==> src/hdl/gdm_pkg.sv <==
// Package for the masked pin direction block: register map, field layout and reset values.
// Assumes an APB master with 32-bit data and byte strobes; nothing is imported by users.
package gdm_pkg;

   localparam int unsigned  PIN_COUNT     = 9;
   localparam int unsigned  APB_ADDR_W    = 8;
   localparam int unsigned  APB_DATA_W    = 32;
   localparam int unsigned  APB_STRB_W    = 4;
   localparam int unsigned  OCTET_W       = 8;

   localparam logic [7:0]   OFF_PIN_MODE  = 8'h00;
   localparam logic [7:0]   OFF_RESERVED  = 8'h04;
   localparam logic [7:0]   OFF_DIRECTION = 8'h08;

   localparam logic [31:0]  DIR_RESET     = 32'h00010F0F;
   localparam logic [31:0]  MODE_RESET    = 32'h00000000;

   localparam int unsigned  DIR_POS [0:8] = '{0, 1, 2, 3, 8, 9, 10, 11, 16};
   localparam int unsigned  MASK_POS[0:8] = '{4, 5, 6, 7, 12, 13, 14, 15, 20};

   localparam int unsigned  MODE_LSB      = 6;
   localparam int unsigned  MODE_W        = 2;
   localparam int unsigned  MODE_BITS     = PIN_COUNT * MODE_W;

   localparam logic [1:0]   MODE_GP_LOW   = 2'h0;
   localparam logic [1:0]   MODE_GP_HIGH  = 2'h1;
   localparam logic [1:0]   GP_CODE [0:8] = '{2'h0, 2'h0, 2'h0, 2'h0, 2'h0, 2'h0, 2'h0, 2'h1, 2'h1};

   localparam logic [8:0]   DIR_BITS_RESET    = 9'h1FF;
   localparam logic [17:0]  MODE_FIELDS_RESET = 18'h00000;
   localparam logic [8:0]   GP_SEL_RESET      = 9'h000;

   localparam logic [8:0]   OE_N_RESET    = 9'h1FF;
   localparam logic [8:0]   PIN_O_RESET   = 9'h000;

   typedef enum logic [1:0] {
      APB_IDLE   = 2'b00,
      APB_ACCESS = 2'b01,
      APB_DONE   = 2'b11
   } gdm_apb_state_type;

   typedef struct packed {
      logic [8:0] o;
      logic [8:0] oe_n;
   } gdm_pin_drive_type;

   typedef struct packed {
      logic [8:0] gp_out;
      logic [8:0] alt_out;
      logic [8:0] alt_oe_n;
   } gdm_pin_source_type;

endpackage

==> src/hdl/gdm_dir_block.sv <==
// Masked pin direction register with its pin mode register, as an APB slave, and the pin drive stage.
// Assumes an APB master on ref_clk and pin sources that come from logic on the same clock.

`timescale 1ns/1ps

module gdm_dir_block (
   input  wire logic                          ref_clk,
   input  wire logic                          arst_n,
   input  wire logic                          psel,
   input  wire logic                          penable,
   input  wire logic                          pwrite,
   input  wire logic [gdm_pkg::APB_ADDR_W-1:0] paddr,
   input  wire logic [gdm_pkg::APB_DATA_W-1:0] pwdata,
   input  wire logic [gdm_pkg::APB_STRB_W-1:0] pstrb,
   output logic      [gdm_pkg::APB_DATA_W-1:0] prdata,
   output logic                               pready,
   output logic                               pslverr,
   input  gdm_pkg::gdm_pin_source_type        pin_source,
   output gdm_pkg::gdm_pin_drive_type         pin_drive,
   output logic      [gdm_pkg::PIN_COUNT-1:0]  dir_state,
   output logic      [gdm_pkg::PIN_COUNT-1:0]  gp_selected
);

   gdm_pkg::gdm_apb_state_type               state_reg;
   gdm_pkg::gdm_apb_state_type               state_next;
   logic [gdm_pkg::PIN_COUNT-1:0]             dir_reg;
   logic [gdm_pkg::PIN_COUNT-1:0]             dir_next;
   logic [gdm_pkg::MODE_BITS-1:0]             mode_reg;
   logic [gdm_pkg::MODE_BITS-1:0]             mode_next;
   logic [gdm_pkg::APB_DATA_W-1:0]            prdata_reg;
   logic [gdm_pkg::APB_DATA_W-1:0]            prdata_next;
   logic                                     pready_reg;
   logic                                     pready_next;
   logic                                     pslverr_reg;
   logic                                     pslverr_next;
   logic [gdm_pkg::PIN_COUNT-1:0]             pin_o_reg;
   logic [gdm_pkg::PIN_COUNT-1:0]             pin_o_next;
   logic [gdm_pkg::PIN_COUNT-1:0]             oe_n_reg;
   logic [gdm_pkg::PIN_COUNT-1:0]             oe_n_next;
   logic [gdm_pkg::PIN_COUNT-1:0]             gp_sel_reg;
   logic [gdm_pkg::PIN_COUNT-1:0]             gp_sel_next;

   wire logic                                hit_mode;
   wire logic                                hit_reserved;
   wire logic                                hit_dir;
   wire logic                                hit_any;
   wire logic                                access_start;
   wire logic                                access_commit;
   wire logic                                write_commit;
   wire logic                                dir_write;
   wire logic                                mode_write;
   wire logic [gdm_pkg::APB_DATA_W-1:0]       dir_read_word;
   wire logic [gdm_pkg::APB_DATA_W-1:0]       mode_read_word;
   wire logic [gdm_pkg::APB_DATA_W-1:0]       read_word;
   wire logic [gdm_pkg::PIN_COUNT-1:0]        dir_update;
   wire logic [gdm_pkg::PIN_COUNT-1:0]        gp_mode;
   wire logic [gdm_pkg::MODE_BITS-1:0]        mode_update;

   // Address decode. The reserved word answers without error so software can sweep the block.
   assign hit_mode      = (paddr == gdm_pkg::OFF_PIN_MODE);
   assign hit_reserved  = (paddr == gdm_pkg::OFF_RESERVED);
   assign hit_dir       = (paddr == gdm_pkg::OFF_DIRECTION);
   assign hit_any       = hit_mode | hit_reserved | hit_dir;

   // One wait state lets read data and the ready both leave flip-flops.
   assign access_start  = psel & penable & (state_reg == gdm_pkg::APB_IDLE);
   assign access_commit = psel & penable & pready_reg;
   assign write_commit  = access_commit & pwrite & ~pslverr_reg;
   assign dir_write     = write_commit & hit_dir;
   assign mode_write    = write_commit & hit_mode;

   always_comb begin
      state_next = state_reg;
      unique case (state_reg)
         gdm_pkg::APB_IDLE: begin
            if (access_start) begin
               state_next = gdm_pkg::APB_ACCESS;
            end
         end
         gdm_pkg::APB_ACCESS: begin
            state_next = gdm_pkg::APB_DONE;
         end
         gdm_pkg::APB_DONE: begin
            state_next = gdm_pkg::APB_IDLE;
         end
         default: begin
            state_next = gdm_pkg::APB_IDLE;
         end
      endcase
   end

   // Per pin masked update; a mask bit gates only its own direction bit and is never kept.
   genvar gi;
   generate
      for (gi = 0; gi < gdm_pkg::PIN_COUNT; gi = gi + 1) begin : g_pin
         localparam int unsigned DP = gdm_pkg::DIR_POS[gi];
         localparam int unsigned MP = gdm_pkg::MASK_POS[gi];
         localparam int unsigned ML = gdm_pkg::MODE_LSB + gi * gdm_pkg::MODE_W;
         localparam int unsigned FL = gi * gdm_pkg::MODE_W;

         // Mask and direction share one octet, so that octet's strobe alone enables the change.
         assign dir_update[gi] = dir_write & pwdata[MP] & pstrb[DP / gdm_pkg::OCTET_W];

         assign dir_read_word[DP] = dir_reg[gi];

         assign mode_update[FL +: gdm_pkg::MODE_W] =
            (mode_write & pstrb[ML / gdm_pkg::OCTET_W]) ? pwdata[ML +: gdm_pkg::MODE_W]
                                                         : mode_reg[FL +: gdm_pkg::MODE_W];

         assign mode_read_word[ML +: gdm_pkg::MODE_W] = mode_reg[FL +: gdm_pkg::MODE_W];

         // Pins 7 and 8 default to an alternate function; their general purpose code is 01.
         assign gp_mode[gi] = (mode_reg[FL +: gdm_pkg::MODE_W] == gdm_pkg::GP_CODE[gi]);
      end
   endgenerate

   // Mask bits and all other positions read as zero.
   assign dir_read_word[gdm_pkg::MASK_POS[0] +: 4]   = 4'h0;
   assign dir_read_word[gdm_pkg::MASK_POS[4] +: 4]   = 4'h0;
   assign dir_read_word[19:17]                      = 3'h0;
   assign dir_read_word[gdm_pkg::MASK_POS[8]]        = 1'b0;
   assign dir_read_word[31:21]                      = 11'h000;

   assign mode_read_word[gdm_pkg::MODE_LSB-1:0]     = 6'h00;
   assign mode_read_word[31:gdm_pkg::MODE_LSB+gdm_pkg::MODE_BITS] = 8'h00;

   assign read_word = hit_dir  ? dir_read_word :
                      hit_mode ? mode_read_word :
                                 32'h00000000;

   always_comb begin
      dir_next = dir_reg;
      for (int i = 0; i < gdm_pkg::PIN_COUNT; i = i + 1) begin
         if (dir_update[i]) begin
            dir_next[i] = pwdata[gdm_pkg::DIR_POS[i]];
         end
      end
   end

   // Reserved bits in a write are simply ignored, so a careless write harms nothing.
   assign mode_next    = mode_update;
   assign pready_next  = (state_next == gdm_pkg::APB_ACCESS);
   assign pslverr_next = access_start ? ~hit_any : (pslverr_reg & ~access_commit);
   assign prdata_next  = (access_start & ~pwrite & hit_any) ? read_word :
                         (access_commit ? 32'h00000000 : prdata_reg);

   // A pin follows its direction bit only in general purpose mode; otherwise the
   // alternate function owns the driver and the direction bit has no effect.
   assign gp_sel_next = gp_mode;
   assign oe_n_next   = (gp_mode & dir_reg) | (~gp_mode & pin_source.alt_oe_n);
   assign pin_o_next  = (gp_mode & pin_source.gp_out) | (~gp_mode & pin_source.alt_out);

   always_ff @(posedge ref_clk or negedge arst_n) begin
      if (!arst_n) begin
         state_reg   <= gdm_pkg::APB_IDLE;
         pready_reg  <= 1'b0;
         pslverr_reg <= 1'b0;
         prdata_reg  <= 32'h00000000;
      end else begin
         state_reg   <= state_next;
         pready_reg  <= pready_next;
         pslverr_reg <= pslverr_next;
         prdata_reg  <= prdata_next;
      end
   end

   always_ff @(posedge ref_clk or negedge arst_n) begin
      if (!arst_n) begin
         dir_reg  <= gdm_pkg::DIR_BITS_RESET;
         mode_reg <= gdm_pkg::MODE_FIELDS_RESET;
      end else begin
         dir_reg  <= dir_next;
         mode_reg <= mode_next;
      end
   end

   always_ff @(posedge ref_clk or negedge arst_n) begin
      if (!arst_n) begin
         pin_o_reg  <= gdm_pkg::PIN_O_RESET;
         oe_n_reg   <= gdm_pkg::OE_N_RESET;
         gp_sel_reg <= gdm_pkg::GP_SEL_RESET;
      end else begin
         pin_o_reg  <= pin_o_next;
         oe_n_reg   <= oe_n_next;
         gp_sel_reg <= gp_sel_next;
      end
   end

   assign prdata         = prdata_reg;
   assign pready         = pready_reg;
   assign pslverr        = pslverr_reg;
   assign pin_drive.o    = pin_o_reg;
   assign pin_drive.oe_n = oe_n_reg;
   assign dir_state      = dir_reg;
   assign gp_selected    = gp_sel_reg;

endmodule // gdm_dir_block

==> config.mk <==
export PLATFORM = sky130hd
export DESIGN_NAME = gdm_dir_block
export DESIGN_NICKNAME = d
export VERILOG_FILES = /design/src/hdl/gdm_pkg.sv /design/src/hdl/gdm_dir_block.sv
export SDC_FILE = /design/constraint.sdc
export NUM_CORES = 1
export LEC_CHECK = 0
export ABC_AREA = 1
export BUFFER_PORTS_ARGS = -buffer_cell sky130_fd_sc_hd__buf_2
export CORE_MARGIN = 2
export CORE_UTILIZATION = 24
export DETAILED_ROUTE_END_ITERATION = 8
export HOLD_SLACK_MARGIN = 0.1
export PLACE_DENSITY = 0.45
export SLEW_MARGIN = 20
export SYNTH_ARGS = -nofsm -noshare
export SYNTH_HDL_FRONTEND = slang
export SYNTH_SLANG_ARGS = --single-unit
==> constraint.sdc <==
create_clock -name ref_clk -period 3.97 [get_ports ref_clk]
set_clock_uncertainty 0.1 [all_clocks]
set_input_delay 0.397 -clock ref_clk [delete_from_list [all_inputs] [get_ports ref_clk]]
set_output_delay 0.397 -clock ref_clk [all_outputs]
set_load 0.02 [all_outputs]
Yosys cells after proc, flatten, opt, wreduce, memory -nomap -nowiden:

Index checks and enable logic that the tools add are counted.

* equality and inequality tests: 6
* mux-type cells: 7
* bitwise logic cells: 44
* reductions and logical operators: 10

Operator list (count)
* 32-bit 2-to-1 mux: 2
* 24-bit 2-to-1 mux: 2
* 9-bit AND: 4
* 1-bit AND: 31
* 9-bit OR: 2
* 2-bit logical NOT: 8
* 9-bit inverter: 1
* 2-bit by 1-bit == test with 1-bit output, second input constant: 4
* 8-bit by 3-bit == test with 1-bit output, second input constant: 1
* 8-bit by 4-bit == test with 1-bit output, second input constant: 1
* 8-bit logical NOT: 1
* 1-bit inverter: 4
* 2-bit one-hot mux with 2 select lines: 1
* 2-bit 2-to-1 mux: 1
* 1-bit OR: 2
* 2-bit nonzero test: 1
* 1-bit 2-to-1 mux: 1

* register bits after elaboration: 90
* input bits: 76
* output and inout bits: 70
* logic and storage cells: 86

Logic depth before layout (Yosys ltp):

Gate-level depths: netlist of the first run.

* depth after elaboration: 7
* gate-level depth with buffers: 9
* depth with buffers taken out: 8

Worst setup path after synthesis of the first run:

No wires, ideal clock.

* path kind: input-to-reg
* start: input port paddr[7] (netlist name)
* end: register mode_reg[0] (netlist name)
* library setup time: 0.117 ns
* arrival: 1.178 ns
* data required time: 3.753 ns
* setup slack: 2.575 ns
* stages on the path: 7
* path through: nor2_2 > nand2_4 > nor2_8 > buf_8 > nand3_2 > nand2_1 > nand2_1

* cells in the longest elaborated chain, start to end: 3

Ends and longest elaborated chain
* from (decl): RTL line gdm_dir_block.sv:12 `input wire logic [gdm_pkg::APB_ADDR_W-1:0] paddr,`
* 8-bit logical NOT: RTL line gdm_dir_block.sv:60 `assign hit_mode = (paddr == gdm_pkg::OFF_PIN_MODE);`
* 1-bit AND: RTL line gdm_dir_block.sv:70 `assign mode_write = write_commit & hit_mode;`
* 1-bit AND: RTL line gdm_dir_block.sv:107 `(mode_write & pstrb[ML / gdm_pkg::OCTET_W]) ? pwdata[ML +: gdm_pkg::MODE_W]`
* to (signal assigned): RTL line gdm_dir_block.sv:170 `mode_reg <= gdm_pkg::MODE_FIELDS_RESET;`
* to (signal assigned): RTL line gdm_dir_block.sv:173 `mode_reg <= mode_next;`
* to (decl): RTL line gdm_dir_block.sv:28 `logic [gdm_pkg::MODE_BITS-1:0] mode_reg;`

Every way passes these cells.
A chain may end at the register's enable or synchronous reset.

Worst setup path in the final report of the first run:

* start: register pready_reg, in the netlist pready
* end: register mode_reg[1] (netlist name)

* cells in the longest elaborated chain, start to end: 5

Ends and longest elaborated chain
* from (decl): RTL line gdm_dir_block.sv:32 `logic pready_reg;`
* from (signal assigned): RTL line gdm_dir_block.sv:161 `pready_reg <= pready_next;`
* 1-bit AND: RTL line gdm_dir_block.sv:67 `assign access_commit = psel & penable & pready_reg;`
* 1-bit AND (2 in series): RTL line gdm_dir_block.sv:68 `assign write_commit = access_commit & pwrite & ~pslverr_reg;`
* 1-bit AND: RTL line gdm_dir_block.sv:70
* 1-bit AND: RTL line gdm_dir_block.sv:107

Every way passes these cells.

==> impl_metrics.env, run 1 <==
export IMPL_status="finished clean"
export IMPL_initial_core_util=0.2452
export IMPL_gp_congestion=0.7118
export IMPL_synth_top_area_share=0.4162
export IMPL_crit_start="pready$_DFF_PN0_"
export IMPL_drive_gt1_frac=0.3426
export IMPL_finalMaxSlewViolations=0
export IMPL_vias=3166
export IMPL_grt_pass1_wl_mm=16.64
export IMPL_crit_fanout=27
export IMPL_worstMarginPinSlew_ns=0.7798
export IMPL_setup_viol=0
export IMPL_clk_pin_slew_ns=0.06
export IMPL_timing_setup_tns_ns=0
export IMPL_ioPinCount=146
export IMPL_synthCells=414
export IMPL_dp_hpwl_mm=7.460
export IMPL_placement_io_buffers=126
export IMPL_drt_iter0_markers=114
export IMPL_slew_headroom=0.4802
export IMPL_viasPerCell=4.349
export IMPL_timing_rr_end="mode_reg[1]$_DFFE_PN0P_"
export IMPL_reg2reg_depth=6
export IMPL_cts_sinks=80
export IMPL_dp_cells=711
export IMPL_cts_tree="done"
export IMPL_drc=0
export IMPL_instances_no_fill=728
export IMPL_leakage_nw=2.633
export IMPL_cap_viol_max_count=0
export IMPL_ys_ff_latch=80
export IMPL_grt_max_degree=81
export IMPL_wl_mm=10.60
export IMPL_fmax_mhz=411.9
export IMPL_antenna_found_initial=0
export IMPL_yosysTopAreaCell="dfrtp_1"
export IMPL_worstPathArrival_ns=2.56
export IMPL_firstDrtPassIters=5
export IMPL_end_kind="flop"
export IMPL_die_w_um=128.6
export IMPL_ys_seq_area_frac=0.5431
export IMPL_area_growth_syn_to_layout_pct=27.79
export IMPL_cts_buffer_depth=2
export IMPL_netlist_top_cells_area="dfrtp_1 (42%), dfstp_2 (13%), nand2_1 (12%)"
export IMPL_ant_nets=0
export IMPL_yosys_warnings=0
export IMPL_core_area_um2=15200
export IMPL_min_path_type="in -> reg"
export IMPL_numCtsBuffers=9
export IMPL_worstPathRequired_ns=4.11
export IMPL_grt_total_usage=0.1329
export IMPL_hold_viol=0
export IMPL_grt_pass1_vias=3211
export IMPL_post_cts_buffers=0
export IMPL_netlist_area_um2=3727
export IMPL_path_class="reg -> reg"
export IMPL_grt_overflow=0
export IMPL_ir_drop_mv=0.1687
export IMPL_largest_reg_flops=22
export IMPL_endpoint="mode_reg[1]$_DFFE_PN0P_"
export IMPL_regToRegSetupSlack_ns=1.54
export IMPL_fp_dieH_um=128.6
export IMPL_row_count=45
export IMPL_avgRoutedWirePerCell_um=14.55
export IMPL_period_minus_slack_ns=2.428
export IMPL_finalCritPeriodShare=0.6115
export IMPL_startpoint_type="flop"
export IMPL_power_density_nw_per_um2=402.4
export IMPL_rsz0062_at_grt="no"
export IMPL_clock_tree_root_cell="clkbuf_16"
export IMPL_die_area_um2=16540
export IMPL_syn_area_per_cell_um2=9.003
export IMPL_final_util=0.3133
export IMPL_worstReg2RegStart="pready$_DFF_PN0_"
export IMPL_antennaDiodeCount=0
export IMPL_synth_cell_type_count=27
export IMPL_fin_nets=611
export IMPL_insertion_delay_ns=0.35
export IMPL_cts_htree_levels=3
## synthesized netlist by cell type
cell type    n
a21oi_1      8
buf_6        5
nand4_1     35
conb_1       1
mux2_2       7
nor2_1      21
o21ai_0      3
nand2_1    121
inv_2        2
nand3_1     40
buf_1        2
nor2_4       3
clkinv_1     1
nand2_2      3
buf_2        6
inv_1       48
buf_8        1
nand3_2      2
dfrtp_1     62
nand3_4      3
nor2_2       3
nand2_4      1
nor2_8       2
nor3b_1      2
dfstp_2     18
buf_4       13
o21ai_1      1
## worst max-delay path: stages, from the launching register on
cell     delay [ns]
dfrtp_1        0.35
nand3_2        0.49
nor2_4         0.80
buf_4          0.32
nand3_2        0.10
nand2_1        0.09
nand2_1        0.05
## logic make-up (layout without fill, tap and decap cells)
group | Yosys count | in the layout | synth area share
muxes | 7 | 7 | 0.02115
and+or+nand+nor | 236 | 236 | 0.3119
AOI/OAI and AO/OA | 12 | 12 | 0.01611
buffers and inverters | 78 | 195 | 0.1067
DFF | 80 | 80 | 0.5431
other | 1 | 10 | 0.001006
## worst min-delay path by stage
| stage | startpoint | endpoint | depth (start not counted) |
|---|---|---|---|
| finish | pin_source[16] | pin_o_reg[7]$_DFF_PN0_ | 3 |
| global route | pin_source[17] | pin_o_reg[8]$_DFF_PN0_ | 3 |
| global placement | state_reg[1]$_DFF_PN0_ | state_reg[0]$_DFF_PN0_ | 1 |
| detailed placement | state_reg[1]$_DFF_PN0_ | state_reg[1]$_DFF_PN0_ | 1 |
| floorplan | arst_n | gp_selected[0]$_DFF_PN0_ | 0 |
| CTS | pin_source[16] | pin_o_reg[7]$_DFF_PN0_ | 3 |
## per-layer routing
| layer | vias to the layer above | part of all wire | global-route usage |
|---|---|---|---|
| met3 | 15 | 0.059 | 0.04283 |
| met2 | 97 | 0.46 | 0.2115 |
| li1 | 1552 | - | - |
| met4 | 0 | 0.017 | 0.04987 |
| met1 | 1502 | 0.47 | 0.1694 |
| met5 | - | 0 | 0 |
## layout by cell type (no fill, tap or decap)
cell type	n
a21oi_1	8
buf_2	125
buf_4	1
buf_6	1
bufinv_16	2
clkbuf_1	2
clkbuf_16	9
clkinv_1	1
clkinv_2	1
clkinv_4	1
clkinvlp_4	1
conb_1	10
dfrtp_1	62
dfstp_2	18
dlygate4sd3_1	1
inv_1	48
inv_2	2
mux2_2	7
nand2_1	121
nand2_2	3
nand2_4	1
nand3_1	40
nand3_2	2
nand3_4	3
nand4_1	35
nor2_1	21
nor2_2	2
nor2_4	4
nor2_8	2
nor3b_1	2
o21ai_0	3
o21ai_1	1
## layout make-up
type,count,area (um2)
repair buffers,128,654.4
clock buffers,11,232.7
flip-flops and latches,80,2024
well taps,188,235.2
inverters,51,191.4
fillers,1651,10440
clock inverters,5,81.33
multi-input cells,265,1344
## stage by stage
| step | instance area, um2 | hold WS, ns | setup WS (ns) | power (mW) |
|---|---|---|---|---|
| floorplan | 3761 | 0.001409 | 2.575 | 0.9596 |
| global placement | 4436 | 0.3351 | 1.384 | 1.031 |
| detailed placement | 4436 | 0.3453 | 1.345 | 1.035 |
| CTS | 4750 | 0.1362 | 1.470 | 1.949 |
| global route | 4763 | 0.1536 | 1.320 | 2.011 |
| finish | 4763 | 0.1450 | 1.542 | 1.917 |
## where the power goes
| group | switching (mW) | internal, mW |
|---|---|---|
| sequential | 0.0129 | 0.841 |
| combinational | 0.112 | 0.0543 |
| clock | 0.346 | 0.551 |
## repair_timing
item,in CTS,in global routing
hold endpoints to repair,0,62
hold buffers,0,1
resized for setup,0,0
Note: power is estimated with default switching activity, not from simulation.
==> inputs of run 2 (changes only) <==
==> constraint.sdc (replaced) <==
create_clock -name ref_clk -period 2.3 [get_ports ref_clk]
set_clock_uncertainty 0.1 [all_clocks]
set_input_delay 0.23 -clock ref_clk [delete_from_list [all_inputs] [get_ports ref_clk]]
set_output_delay 0.23 -clock ref_clk [all_outputs]
set_load 0.02 [all_outputs]
==> run 2 against run 1 <==
Utilization increased by 3.6 points. Largest cell class unchanged. Critical path depth increased by 2. Combinational power increased by 120%. Flip-flop and latch count unchanged. Sequential power increased by 72%. Final cell count increased by 7.7%.
==> impl_metrics.env, run 2 (same netlist as run 1, synthesis figures left out) <==
export IMPL_insertion_delay_ns=0.34
export IMPL_placed_area_um2=4493
export IMPL_crit_fanout=39
export IMPL_placement_io_buffers=126
export IMPL_hold_viol=0
export IMPL_leakage_nw=2.868
export IMPL_setup_viol=0
export IMPL_worstPathRequired_ns=2.48
export IMPL_dp_hpwl_mm=7.563
export IMPL_grt_total_usage=0.1387
export IMPL_drt_iter0_markers=184
export IMPL_instances_no_fill=784
export IMPL_gp_congestion=0.7170
export IMPL_endpoint="mode_reg[1]$_DFFE_PN0P_"
export IMPL_power_density_nw_per_um2=632.5
export IMPL_fp_dieH_um=128.6
export IMPL_dp_cells=717
export IMPL_fin_nets=667
export IMPL_core_area_um2=15200
export IMPL_ant_nets=0
export IMPL_clock_tree_root_cell="clkbuf_16"
export IMPL_antenna_found_initial=0
export IMPL_die_area_um2=16540
export IMPL_stdcell_area_um2=5318
export IMPL_drc=0
export IMPL_wl_mm=10.85
export IMPL_fmax_mhz=468.1
export IMPL_cts_resized=0
export IMPL_final_common_cell="buf_2"
export IMPL_path_class="in -> reg"
export IMPL_ir_drop_mv=0.2876
export IMPL_grt_overflow=0
export IMPL_min_path_type="in -> reg"
export IMPL_die_w_um=128.6
export IMPL_firstDrtPassIters=4
export IMPL_largest_reg_flops=22
export IMPL_cts_htree_levels=3
export IMPL_worstPathArrival_ns=2.32
export IMPL_cap_viol_max_count=0
export IMPL_ioPinCount=146
export IMPL_rsz0062_at_grt="no"
export IMPL_grt_pass1_vias=3457
export IMPL_antennaDiodeCount=0
export IMPL_grt_pass1_wl_mm=17.68
export IMPL_grt_max_degree=48
export IMPL_clk_pin_slew_ns=0.06
export IMPL_timing_rr_end="mode_reg[1]$_DFFE_PN0P_"
export IMPL_startpoint_type="input port"
export IMPL_status="finished clean"
export IMPL_cts_buffer_depth=2
export IMPL_crit_start="penable"
export IMPL_avgRoutedWirePerCell_um=13.84
export IMPL_cts_sinks=80
export IMPL_drive_gt1_frac=0.3205
export IMPL_initial_core_util=0.2452
export IMPL_reg2reg_depth=7
export IMPL_cts_tree="done"
export IMPL_vias=3329
export IMPL_worstReg2RegStart="pslverr$_DFF_PN0_"
export IMPL_end_kind="flop"
export IMPL_regToRegSetupSlack_ns=0.27
export IMPL_final_cell_mix="buf_2 (125), nand2_1 (121), dfrtp_1 (62), dlygate4sd3_1 (51), inv_1 (48)"
export IMPL_period_minus_slack_ns=2.136
export IMPL_area_growth_syn_to_layout_pct=42.67
export IMPL_row_count=45
export IMPL_viasPerCell=4.246
export IMPL_fill_cells=1578
export IMPL_finalMaxSlewViolations=0
export IMPL_finalCritPeriodShare=0.9288
export IMPL_timing_setup_tns_ns=0
export IMPL_numCtsBuffers=9
run 2: cell count changes in the layout (fill, tap and decap cells not counted), sizes merged:
cell	previous run	this run
dlygate4sd3	1	51
buf	127	133
clkinv	3	2
inv	50	51
run 2: critical path: stages:
cell and delay (ns):
dlygate4sd3_1 0.53, buf_2 0.12, nand3_2 0.10, nor2_4 0.09, buf_4 0.41, nand4_1 0.15, dlygate4sd3_1 0.59, nand2_1 0.07
run 2: timing repair:
| action | in CTS | in global routing |
|---|---|---|
| endpoints found under the hold margin | 67 | 0 |
| buffers inserted | 0 | 0 |
| hold buffers | 51 | 0 |
run 2: area by class of cell:
| type | instances | area, um2 | area share |
|---|---|---|---|
| Clock buffer | 11 | 232.7 | 0.04376 |
| Sequential cell | 80 | 2024 | 0.3807 |
| Clock inverter | 5 | 81.33 | 0.01529 |
| Tap cell | 188 | 235.2 | 0.04424 |
| Inverter | 51 | 191.4 | 0.03600 |
| Timing Repair Buffer | 184 | 1209 | 0.2273 |
| Multi-Input combinational cell | 265 | 1344 | 0.2527 |
run 2: worst min-delay path by stage:
| stage | from | end | depth (start not counted) |
|---|---|---|---|
| 2_1_floorplan | arst_n | gp_selected[0]$_DFF_PN0_ | 0 |
| 3_3_place_gp | arst_n | prdata[15]$_DFFE_PN0P_ | 1 |
| 3_5_place_dp | arst_n | prdata[13]$_DFFE_PN0P_ | 1 |
| 4_1_cts | pstrb[0] | mode_reg[1]$_DFFE_PN0P_ | 4 |
| 5_1_grt | pstrb[0] | mode_reg[0]$_DFFE_PN0P_ | 4 |
| 6_report | pstrb[0] | mode_reg[0]$_DFFE_PN0P_ | 4 |
run 2: where the power goes:
group          internal [mW]  switching, mW
sequential              1.45         0.0230
clock                  0.953          0.576
combinational          0.153          0.207
total                   2.56          0.806
run 2: per-stage QoR:
step	worst slack [ns]	hold WS, ns	utilization	total power, mW
floorplan	0.9238	-0.1656	-	1.656
global placement	0.6300	0.1216	0.2956	1.788
detailed placement	0.6390	0.1257	0.2956	1.795
CTS	0.2110	0.1256	0.3498	3.423
global route	0.05191	0.1624	0.3498	3.534
finish	0.1636	0.1458	0.3498	3.363
run 2: per-layer routing:
metal / wire [um] / vias up / track usage
met5: 0 / - / 0
met4: 119 / 0 / 0.04348
met3: 541 / 8 / 0.03534
met2: 5138 / 99 / 0.2293
met1: 5049 / 1559 / 0.1791
li1: - / 1663 / -
